**config.mk**
```make
export PLATFORM = sky130hd
export DESIGN_NAME = fcs_top
export DESIGN_NICKNAME = d
export VERILOG_FILES = /design/src/fcs_pkg.sv /design/src/fcs_top.sv
export VERILOG_INCLUDE_DIRS = /design/src /design/src/src
export SDC_FILE = /design/constraint.sdc
export NUM_CORES = 1
export LEC_CHECK = 0
export ABC_AREA = 1
export BUFFER_PORTS_ARGS = -buffer_cell sky130_fd_sc_hd__clkbuf_2
export CAP_MARGIN = 20
export CELL_PAD_IN_SITES_DETAIL_PLACEMENT = 0
export CELL_PAD_IN_SITES_GLOBAL_PLACEMENT = 1
export CORE_MARGIN = 10
export CORE_UTILIZATION = 35
export DETAILED_ROUTE_END_ITERATION = 16
export HOLD_SLACK_MARGIN = 0.15
export PLACE_DENSITY_LB_ADDON = 0.1
export SLEW_MARGIN = 40
export SYNTH_ARGS = -nofsm -noshare
export SYNTH_HDL_FRONTEND = slang
export SYNTH_SLANG_ARGS = --single-unit
```
**constraint.sdc**
```tcl
create_clock -name clk -period 8.3 [get_ports clk]
set_clock_uncertainty 0.2 [all_clocks]
set_input_delay 1.66 -clock clk [delete_from_list [all_inputs] [get_ports clk]]
set_output_delay 1.66 -clock clk [all_outputs]
set_load 0.005 [all_outputs]
```
**src/fcs_consts.svh**
```systemverilog
`ifndef FCS_CONSTS_SVH
`define FCS_CONSTS_SVH

// Register offsets
`define FCS_A_SA 4'h0
`define FCS_A_SB 4'h1
`define FCS_A_DO 4'h2
`define FCS_A_TD 4'h3
`define FCS_A_MS 4'h4
`define FCS_A_FIFO 4'h5
`define FCS_A_DI 4'h7
`define FCS_A_ISTS 4'h8
`define FCS_A_IMASK 4'h9
`define FCS_A_MODE 4'hA

// Command codes and masks
`define FCS_OP_SINT 8'h08
`define FCS_OP_SPEC 8'h03
`define FCS_OP_SEEK 8'h0F
`define FCS_OP_CFG 8'h13
`define FCS_OP_RSEEK 8'h8F
`define FCS_RSEEK_MASK 8'hBF
`define FCS_OP_DUMP 8'h0E
`define FCS_OP_PERP 8'h12
`define FCS_OP_LOCK 8'h14
`define FCS_LOCK_MASK 8'h7F
`define FCS_OP_SDRV 8'h04

// Result values
`define FCS_ST0_INV 8'h80
`define FCS_ST0_SEEKEND 8'h20
`define FCS_DUMP_LEN 4'hA

// Event bits of the interrupt status register
`define FCS_EV_SEEK 0
`define FCS_EV_RES 1
`define FCS_EV_INV 2

// Step timing
`define FCS_CLK_MHZ 25
`define FCS_STEP_US 4
`define FCS_STEP_CYC (`FCS_STEP_US * `FCS_CLK_MHZ)
`define FCS_STEP_LOW 8'h01

`endif

```
**src/fcs_pkg.sv**
```systemverilog
package fcs_pkg;
    typedef enum logic [1:0] {ST_IDLE, ST_PARAM, ST_SEEK, ST_RESULT} fcs_st_t;
    typedef enum logic [3:0] {
        K_INV, K_SINT, K_SPEC, K_SEEK, K_CFG, K_RSEEK, K_DUMP, K_PERP, K_LOCK, K_SDRV
    } fcs_kind_t;
    typedef struct packed {
        logic mr;
        logic dskchg_n;
        logic second_drive_n_n;
        logic rdata_n;
        logic wp_n;
        logic index_n;
        logic trk0_n;
    } fcs_pins_t;
    typedef struct packed {
        fcs_pins_t s1;
        fcs_pins_t s2;
        logic rd_prev;
        logic wd_prev;
        logic rd_tog;
        logic wd_tog;
        logic step_latch_n;
        fcs_st_t st;
        fcs_kind_t kind;
        logic rdir;
        logic [1:0] pleft;
        logic [1:0] pidx;
        logic [2:0][7:0] p;
        logic [9:0][7:0] res;
        logic [3:0] res_n;
        logic [3:0] res_i;
        logic [3:0][7:0] present_cylinder;
        logic [7:0] tgt;
        logic [1:0] drv;
        logic head_n;
        logic dir_n;
        logic step_n;
        logic [7:0] stp_cnt;
        logic [7:0] st0;
        logic seek_pend;
        logic [7:0] spec0;
        logic [7:0] spec1;
        logic [7:0] cfg;
        logic [7:0] precomp_start_track;
        logic [7:0] perp;
        logic lock;
        logic [7:0] dor;
        logic mota_n;
        logic motb_n;
        logic [1:0] td;
        logic nopre;
        logic [1:0] rate;
        logic [2:0] ists;
        logic [2:0] imask;
        logic irq;
        logic layout;
        logic [7:0] rdata;
    } fcs_state_t;
endpackage

```
**src/fcs_top.sv**
```systemverilog
`timescale 1ns/100ps
`include "fcs_consts.svh"

// What this block does
// - Interrupt-sense returns status byte zero, then present cylinder of the seeked drive.
// - Seek takes opcode, head/drive byte, target cylinder; head then steps there.
// - Register dump returns ten bytes: cylinders, timings, sector count, modes, precomp track.
// - Drive-status sense takes head/drive byte, answers one drive sense byte.
// - Undefined opcode: no operation, back to standby, one result byte 80H.
// - Offsets 0..5 and 7 decode status, control, rate, FIFO, input and config registers.
// - Status A bit 7 shows the interrupt output level in both layouts.
// - First layout: status A bit 6 is 0 when second drive installed.
// - First layout: status A bit 5 inverse step output, bit 4 track-zero pin.
// - First layout: status A bits 3..0 side, index, write-protect, inward direction.
// - Second layout: status A bit 6 DMA request, bit 5 inverse latched step.
// - Second layout: status A bits 4..0 inverted track-zero, side, index, protect, direction.
// - First layout: status B bit 5 mirrors drive select bit 0.
// - Status B bits 4 and 3 toggle on write-data and read-data rising edges.
// - Status B bits 2..0 inverse write gate, motor B, motor A.
// - Hard reset pin clears every bit of the digital output control register.
module fcs_top #(
    parameter logic [7:0] SECTORS_OR_LAST_SECTOR = 8'h00
) (
    input wire logic clk,
    input wire logic rst_n,
    input wire logic [3:0] bus_addr,
    input wire logic [7:0] bus_wdata,
    input wire logic bus_wr,
    input wire logic bus_rd,
    output logic [7:0] bus_rdata,
    output logic irq,
    input wire logic hard_reset_pin,
    input wire logic track_zero_n,
    input wire logic index_n,
    input wire logic write_prot_n,
    input wire logic read_data_n,
    input wire logic second_drive_n,
    input wire logic disk_change_n,
    input wire logic write_data_n,
    input wire logic write_gate_n,
    input wire logic dma_req,
    output logic step_n,
    output logic dir_n,
    output logic head_n,
    output logic motor_a_on_n,
    output logic motor_b_on_n,
    output logic [1:0] drive_sel
);

    // ****************************************
    // Decode helpers
    // ****************************************

    // Opcode to command kind
    function automatic fcs_pkg::fcs_kind_t fcs_decode(input logic [7:0] op);
        if ((op & `FCS_RSEEK_MASK) == `FCS_OP_RSEEK) return fcs_pkg::K_RSEEK;
        if ((op & `FCS_LOCK_MASK) == `FCS_OP_LOCK) return fcs_pkg::K_LOCK;
        if (op == `FCS_OP_SINT) return fcs_pkg::K_SINT;
        if (op == `FCS_OP_SPEC) return fcs_pkg::K_SPEC;
        if (op == `FCS_OP_SEEK) return fcs_pkg::K_SEEK;
        if (op == `FCS_OP_CFG) return fcs_pkg::K_CFG;
        if (op == `FCS_OP_DUMP) return fcs_pkg::K_DUMP;
        if (op == `FCS_OP_PERP) return fcs_pkg::K_PERP;
        if (op == `FCS_OP_SDRV) return fcs_pkg::K_SDRV;
        return fcs_pkg::K_INV;
    endfunction

    // Parameter bytes that follow each opcode
    function automatic logic [1:0] fcs_plen(input fcs_pkg::fcs_kind_t k);
        case (k)
            fcs_pkg::K_SPEC, fcs_pkg::K_SEEK, fcs_pkg::K_RSEEK: return 2'd2;
            fcs_pkg::K_CFG: return 2'd3;
            fcs_pkg::K_PERP, fcs_pkg::K_SDRV: return 2'd1;
            default: return 2'd0;
        endcase
    endfunction

    // ****************************************
    // State
    // ****************************************

    fcs_pkg::fcs_state_t r;
    fcs_pkg::fcs_state_t n;
    fcs_pkg::fcs_pins_t pins_in;
    logic wf;
    logic [7:0] cur_pcn;

    // Raw pins gathered for the synchroniser
    assign pins_in = {hard_reset_pin, disk_change_n, second_drive_n, read_data_n,
                      write_prot_n, index_n, track_zero_n};
    assign wf = bus_wr && (bus_addr == `FCS_A_FIFO);
    assign cur_pcn = r.present_cylinder[r.drv];

    // Next state
    always_comb begin
        fcs_pkg::fcs_kind_t k;
        logic go;
        logic mkres;
        logic [2:0] ev;
        logic [2:0] clr;
        logic [2:0][7:0] pp;
        logic [7:0] base;
        k = r.kind;
        go = 1'b0;
        mkres = 1'b0;
        ev = 3'h0;
        clr = 3'h0;
        pp = r.p;
        base = 8'h00;
        n = r;
        n.rdata = 8'h00;

        // Two-stage pin synchroniser and edge toggles
        n.s1 = pins_in;
        n.s2 = r.s1;
        n.rd_prev = r.s2.rdata_n;
        n.wd_prev = write_data_n;
        if (r.s2.rdata_n && !r.rd_prev) begin
            n.rd_tog = ~r.rd_tog;
        end
        if (write_data_n && !r.wd_prev) begin
            n.wd_tog = ~r.wd_tog;
        end

        // Register reads
        if (bus_rd) begin
            case (bus_addr)
                `FCS_A_SA: begin
                    n.step_latch_n = 1'b1;
                    if (!r.layout) begin
                        n.rdata = {r.irq, r.s2.second_drive_n_n, ~r.step_n, r.s2.trk0_n,
                                   ~r.head_n, r.s2.index_n, r.s2.wp_n, ~r.dir_n};
                    end else begin
                        n.rdata = {r.irq, dma_req, ~r.step_latch_n, ~r.s2.trk0_n,
                                   r.head_n, ~r.s2.index_n, ~r.s2.wp_n, r.dir_n};
                    end
                end
                `FCS_A_SB: begin
                    n.rdata = {2'b00, r.dor[0], r.wd_tog, r.rd_tog,
                               ~write_gate_n, ~r.motb_n, ~r.mota_n};
                end
                `FCS_A_TD: n.rdata = {6'h00, r.td};
                `FCS_A_MS: begin
                    n.rdata = {r.st != fcs_pkg::ST_SEEK, r.st == fcs_pkg::ST_RESULT, 1'b0,
                               r.st == fcs_pkg::ST_PARAM || r.st == fcs_pkg::ST_RESULT, 4'h0};
                    if (r.st == fcs_pkg::ST_SEEK) begin
                        n.rdata[r.drv] = 1'b1;
                    end
                end
                `FCS_A_FIFO: begin
                    if (r.st == fcs_pkg::ST_RESULT) begin
                        n.rdata = r.res[r.res_i];
                        n.res_i = r.res_i + 4'h1;
                        if (r.res_i == r.res_n - 4'h1) begin
                            n.st = fcs_pkg::ST_IDLE;
                        end
                    end
                end
                `FCS_A_DI: begin
                    if (!r.layout) begin
                        n.rdata = {~r.s2.dskchg_n, 4'hF, r.rate, r.rate[0] ^ r.rate[1]};
                    end else begin
                        n.rdata = {r.s2.dskchg_n, 3'h7, r.dor[3], r.nopre, r.rate};
                    end
                end
                `FCS_A_ISTS: n.rdata = {5'h00, r.ists};
                `FCS_A_IMASK: n.rdata = {5'h00, r.imask};
                `FCS_A_MODE: n.rdata = {7'h00, r.layout};
                default: n.rdata = 8'h00;
            endcase
        end

        // Register writes and command bytes
        if (bus_wr) begin
            case (bus_addr)
                `FCS_A_DO: n.dor = bus_wdata;
                `FCS_A_TD: n.td = bus_wdata[1:0];
                `FCS_A_MS: n.rate = bus_wdata[1:0];
                `FCS_A_DI: begin
                    n.rate = bus_wdata[1:0];
                    n.nopre = bus_wdata[2];
                end
                `FCS_A_ISTS: clr = bus_wdata[2:0];
                `FCS_A_IMASK: n.imask = bus_wdata[2:0];
                `FCS_A_MODE: n.layout = bus_wdata[0];
                `FCS_A_FIFO: begin
                    if (r.st == fcs_pkg::ST_IDLE) begin
                        k = fcs_decode(bus_wdata);
                        n.kind = k;
                        n.rdir = bus_wdata[6];
                        n.pidx = 2'd0;
                        n.pleft = fcs_plen(k);
                        if (fcs_plen(k) == 2'd0) begin
                            go = 1'b1;
                        end else begin
                            n.st = fcs_pkg::ST_PARAM;
                        end
                    end else if (r.st == fcs_pkg::ST_PARAM) begin
                        pp[r.pidx] = bus_wdata;
                        n.p = pp;
                        n.pidx = r.pidx + 2'd1;
                        n.pleft = r.pleft - 2'd1;
                        go = (r.pleft == 2'd1);
                    end
                end
                default: ;
            endcase
        end

        // Command execution once the last byte is in
        if (go) begin
            n.st = fcs_pkg::ST_IDLE;
            case (k)
                fcs_pkg::K_SINT: begin
                    n.res[0] = r.st0;
                    n.res[1] = r.present_cylinder[r.drv];
                    n.res_n = 4'h2;
                    n.seek_pend = 1'b0;
                    mkres = 1'b1;
                end
                fcs_pkg::K_SPEC: begin
                    n.spec0 = pp[0];
                    n.spec1 = pp[1];
                end
                fcs_pkg::K_SEEK, fcs_pkg::K_RSEEK: begin
                    n.drv = pp[0][1:0];
                    n.head_n = ~pp[0][2];
                    base = r.present_cylinder[pp[0][1:0]];
                    if (k == fcs_pkg::K_SEEK) begin
                        n.tgt = pp[1];
                    end else if (r.rdir) begin
                        n.tgt = base + pp[1];
                    end else begin
                        n.tgt = base - pp[1];
                    end
                    n.stp_cnt = 8'h00;
                    n.st = fcs_pkg::ST_SEEK;
                end
                fcs_pkg::K_CFG: begin
                    n.cfg = {1'b0, pp[1][6:0]};
                    n.precomp_start_track = pp[2];
                end
                fcs_pkg::K_DUMP: begin
                    n.res[0] = r.present_cylinder[0];
                    n.res[1] = r.present_cylinder[1];
                    n.res[2] = r.present_cylinder[2];
                    n.res[3] = r.present_cylinder[3];
                    n.res[4] = r.spec0;
                    n.res[5] = r.spec1;
                    n.res[6] = SECTORS_OR_LAST_SECTOR;
                    n.res[7] = {r.lock, 1'b0, r.perp[5:0]};
                    n.res[8] = r.cfg;
                    n.res[9] = r.precomp_start_track;
                    n.res_n = `FCS_DUMP_LEN;
                    mkres = 1'b1;
                end
                fcs_pkg::K_PERP: begin
                    if (pp[0][7]) begin
                        n.perp = pp[0];
                    end else begin
                        n.perp = {r.perp[7:2], pp[0][1:0]};
                    end
                end
                fcs_pkg::K_LOCK: begin
                    n.lock = bus_wdata[7];
                    n.res[0] = {3'h0, bus_wdata[7], 4'h0};
                    n.res_n = 4'h1;
                    mkres = 1'b1;
                end
                fcs_pkg::K_SDRV: begin
                    n.res[0] = {1'b0, ~r.s2.wp_n, 1'b1, ~r.s2.trk0_n, 1'b1, pp[0][2:0]};
                    n.res_n = 4'h1;
                    mkres = 1'b1;
                end
                default: begin
                    n.res[0] = `FCS_ST0_INV;
                    n.res_n = 4'h1;
                    ev[`FCS_EV_INV] = 1'b1;
                    mkres = 1'b1;
                end
            endcase
        end

        // Result phase entry
        if (mkres) begin
            n.st = fcs_pkg::ST_RESULT;
            n.res_i = 4'h0;
            ev[`FCS_EV_RES] = 1'b1;
        end

        // Head stepping toward the target cylinder
        if (r.st == fcs_pkg::ST_SEEK) begin
            if (r.stp_cnt != 8'h00) begin
                n.stp_cnt = r.stp_cnt - 8'h01;
                if (r.stp_cnt == `FCS_STEP_LOW) begin
                    n.step_n = 1'b1;
                end
            end else if (r.present_cylinder[r.drv] == r.tgt) begin
                n.st = fcs_pkg::ST_IDLE;
                n.st0 = `FCS_ST0_SEEKEND | {5'h00, ~r.head_n, r.drv};
                n.seek_pend = 1'b1;
                ev[`FCS_EV_SEEK] = 1'b1;
            end else begin
                n.dir_n = ~(r.tgt > r.present_cylinder[r.drv]);
                n.step_n = 1'b0;
                n.step_latch_n = 1'b0;
                if (r.tgt > r.present_cylinder[r.drv]) begin
                    n.present_cylinder[r.drv] = r.present_cylinder[r.drv] + 8'h01;
                end else begin
                    n.present_cylinder[r.drv] = r.present_cylinder[r.drv] - 8'h01;
                end
                n.stp_cnt = 8'(`FCS_STEP_CYC);
            end
        end

        // Hard reset pin clears the output control register
        if (r.s2.mr) begin
            n.dor = 8'h00;
        end
        n.mota_n = ~n.dor[4];
        n.motb_n = ~n.dor[5];

        // Sticky events, set wins over clear
        n.ists = (r.ists & ~clr) | ev;
        n.irq = |(r.ists & r.imask);
    end

    // State register
    always_ff @(posedge clk or negedge rst_n) begin
        if (!rst_n) begin
            r <= '0;
            r.step_n <= 1'b1;
            r.dir_n <= 1'b1;
            r.head_n <= 1'b1;
            r.mota_n <= 1'b1;
            r.motb_n <= 1'b1;
            r.step_latch_n <= 1'b1;
            r.s1.rdata_n <= 1'b1; // Data pins idle high, no false toggle after reset
            r.s2.rdata_n <= 1'b1;
            r.rd_prev <= 1'b1;
            r.wd_prev <= 1'b1;
        end else begin
            r <= n;
        end
    end

    // Outputs
    assign bus_rdata = r.rdata;
    assign irq = r.irq;
    assign step_n = r.step_n;
    assign dir_n = r.dir_n;
    assign head_n = r.head_n;
    assign motor_a_on_n = r.mota_n;
    assign motor_b_on_n = r.motb_n;
    assign drive_sel = r.dor[1:0];
endmodule
```
==> Implementation_results.wiki <==
{| class="wikitable"
! Metric !! Value
|-
| Clock power frac || 0.373
|-
| Placed wire-length estimate after detailed placement || 31200 µm
|-
| Internal power summed over all cells || around 0.0025 W
|-
| TritonCTS Sinks || 254
|-
| Number of instances in the synthesized netlist || 1654
|-
| Vias/cell || 5.12
|-
| Maximum frequency from static timing analysis || 187 MHz
|-
| Commonest cells post-synth || 449 x nand2_1, 244 x dfrtp_1, 178 x inv_1, 178 x o21ai_0, 135 x nor2_1
|-
| Port-buffer cells || between 40 and 50
|-
| Peak fanout along the critical path || 27
|-
| H-Tree Level Count || 1
|-
| Worst-case headroom to the max-slew limit || 0.444
|-
| Share of the core filled with cells || 0.400
|-
| Run status || completed
|-
| Slowest stage cell on the critical path || nand2_1
|-
| Reg2Reg Launch Point || r[255]
|-
| # resized after CTS || 0
|-
| Reg clk slew, reported paths || roughly 60 ps
|-
| Routed via count || 11123
|-
| Async SR Flop Fraction || 1.00
|-
| Die Outline Area || between 40000 and 50000 µm²
|-
| Cell area after layout || around 15000 µm²
|-
| Root buffer cell || clkbuf_16
|-
| TritonCTS clock tree || built
|-
| Area Overhead vs Synth || 12.7%
|-
| Launch point of the worst path || bus_addr[3]
|-
| Combinational share of power || 0.250
|-
| Path category of the worst min-delay check || reg -> reg
|-
| Maximum number of pins on one net before global-route repair || 82
|-
| Post-synthesis average cell area || 7.87 µm²
|-
| First-pass GRT wire length || 66800 µm
|-
| Max-capacitance violation count || 0
|-
| DR WL/cell || 19.8 µm
|-
| Die extent in y || 213 µm
|-
| Final hold violation count || 0
|-
| Data required, critical path || 8610 ps
|-
| Number of placement rows || 70
|-
| Critical Path Start Type || primary input
|-
| Part of the total power dissipated in sequential elements || 0.377
|-
| Number of buffers created by CTS || 30
|-
| Arrival time of data at the critical path endpoint || around 5700 ps
|-
| Total Routing Usage GR || 0.193
|-
| Initial standard-cell utilization of the core || 0.355
|-
| Shortest clock period the worst path allows after layout || 5350 ps
|-
| Vias in the first global route || 10833
|-
| Overflow left after global routing || 0
|-
| Sum of internal, switching and leakage power || 0.00383 W
|-
| Final-report setup violation count || 0
|-
| Max rail drop VDD || 0.189 mV
|-
| Post-synth top area cell || dfrtp_1
|-
| Crit path capture type || flip-flop
|-
| Final Wtd Congestion || 0.923
|-
| Post-synthesis cell type count || between 40 and 50
|-
| Critical Setup Path Class || in -> reg
|-
| Crit path largest cell delay || 490 ps
|-
| Leakage power summed over all cells || 7.33 nW
|-
| Net switching fraction of the power || 0.341
|-
| Largest buffer count on any clock path || 3
|-
| Post-Place Cell Area || 13600 µm²
|-
| YS warnings || 0
|-
| Top-area cell type share of the netlist area || 0.469
|-
| Overall die width || 213 µm
|-
| Post-Layout Cell Count || 2171
|-
| Fraction of the yosys area taken by sequential cells || 0.489
|-
| DRC violation total after the first TritonRoute iteration || 953
|-
| Antenna-violating nets left || 0
|-
| Top_reg_cell synth || dfrtp_1
|-
| Post-synth EDFFs || 0
|-
| Number of nets in the layout || 1732
|-
| Top post-synthesis cells by area || dfrtp_1 47%, nand2_1 13%, o21ai_0 6.8%, inv_1 5.1%, nand3_1 4.9%
|-
| Number of cells in the design after placement || 2113
|-
| Synthesized area || around 13000 µm²
|-
| Pwr per Cell Area || 261 nW/µm²
|-
| Detailed Route WL || about 43000 µm
|-
| Diode count || 0
|-
| Share of post-route cells with drive strength above 1 || 0.0957
|-
| Number of max-slew violations in the final report || 0
|-
| RSZ-0062 raised after global routing || false
|-
| Remaining design rule violation count || 0
|-
| Total iterations of the first detailed-routing run || 5
|-
| Area of the placeable core || roughly 37000 µm²
|-
| Number of register bits inferred by synthesis || roughly 250
|-
| Accumulated negative setup slack || 0 ps
|-
| Antenna violations before repair || 0
|-
| Total nets after synthesis || approximately 1700
|-
| Most used cell along the critical path || nand2_1
|-
| Startpoint of the most critical hold path || n[268]
|-
| Number of top-level pins || 42
|-
| Period Utilization, post-route || 0.645
|-
| Switching power summed over all nets || 0.00130 W
|-
| Top-count cell post-synth || nand2_1
|-
| Clock latency on the worst-skew pair || about 570 ps
|-
| Slew at the pin closest to its max-slew limit || approximately 820 ps
|-
| Cells traversed along the worst timing path || clkbuf_2, inv_1, nand2_1, nor2_4, nand3_2, nand2_1, nand2_1, inv_1, o21ai_0, o21ai_0, ha_1, inv_1, fa_1, o21ai_0, a21oi_1, nor2_1, nor2_1, xor2_1, o21ai_0, nand2_1, nand2_1
|}
-- cells in the final DEF (no fill, tap or decap), drive strengths merged, types with 3 or more instances in the layout --
cell,instances
a31oi,5
nor2,138
o21ai,218
or2,10
ha,26
bufinv,6
a221oi,3
o22ai,13
xor2,19
nand3,129
o31ai,3
o32ai,4
nand2,458
clkbuf,74
o21a,6
nand4,11
o2111ai,4
nor3,10
buf,12
mux2i,6
dfrtp,244
clkinv,17
dfstp,10
a22oi,4
inv,191
a21oi,60
o211ai,9
xnor2,4
-- layer usage --
metal  vias up  wire length [µm]  global-route usage
li1       5431                 -                   -
met1      5405             20700               0.274
met2       230             19300               0.301
met3        57              2040              0.0296
met4         0               909              0.0463
met5         -                 0                   0
-- registers in the layout, summed over array words and instances, names as in the netlist, named ones only --
register / cells
bus_rdata: 8
r: 226
head_n: 1
irq: 1
motor_b_on_n: 1
drive_sel: 2
step_n: 1
n: 8
dir_n: 1
motor_a_on_n: 1
-- final timing paths --
check | endpoint | slack, ps | depth (start not counted)
min in group asynchronous | r[243] | 880 | 1
max in group asynchronous | r[199] | 5840 | 2
worst max register to register | r[100] | 3410 | 19
worst max-delay path | r[100] | 2950 | 21
worst min register to register | r[268] | 150 | 0
worst min-delay path | r[268] | 150 | 0
-- cells by family (layout without fill, tap and decap cells) --
kind of cell	after synthesis	count (layout)	synth area share
multiplexers	6	6	0.00461
flip-flops	254	254	0.489
AND/OR/NAND/NOR	757	757	0.242
adder cells (fa/ha/maj)	27	27	0.0265
XOR/XNOR	23	23	0.0155
AO/OA/AOI/OAI	334	334	0.141
buffers and inverters	253	302	0.0814
-- power groups by stage --
stage | combinational (W) | sequential [W] | clock, W
final | 0.000955 | 0.00144 | 0.00143
after global routing | 0.00109 | 0.00146 | 0.00152
after CTS | 0.000958 | 0.00144 | 0.00147
after detailed placement | 0.000952 | 0.00146 | 0
after global placement | 0.000947 | 0.00146 | 0
after floorplan | 0.000656 | 0.00143 | 0
-- through the flow --
step / hold WS (ps) / worst slack [ps]
after floorplan: 131 / 3580
after global placement: 133 / 2470
after detailed placement: 135 / 2420
after CTS: 151 / 3000
after global routing: 164 / 2560
final: 147 / 2950
-- final cells by class --
| type | count | area (µm²) |
|---|---|---|
| inverters | 192 | 723 |
| clock buffers | 34 | 796 |
| repair buffers | 54 | 322 |
| clock inverters | 22 | 283 |
| fillers | 3861 | 22000 |
| well taps | 468 | 586 |
| flip-flops and latches | 254 | 6370 |
| multi-input cells | 1147 | 5610 |
-- what timing repair did --
action                    4_1_cts  5_1_grt
hold endpoints to repair        2        0
setup buffers                   0        0
hold buffers                    2        0
-- worst max-delay path, delay by kind of cell --
family,cells,cell delay [ps]
buffers and inverters,4,680
XOR/XNOR,1,140
AO/OA/AOI/OAI,5,970
AND/OR/NAND/NOR,9,1610
adder cells (fa/ha/maj),2,590
Note: power is estimated with default switching activity, not from simulation.
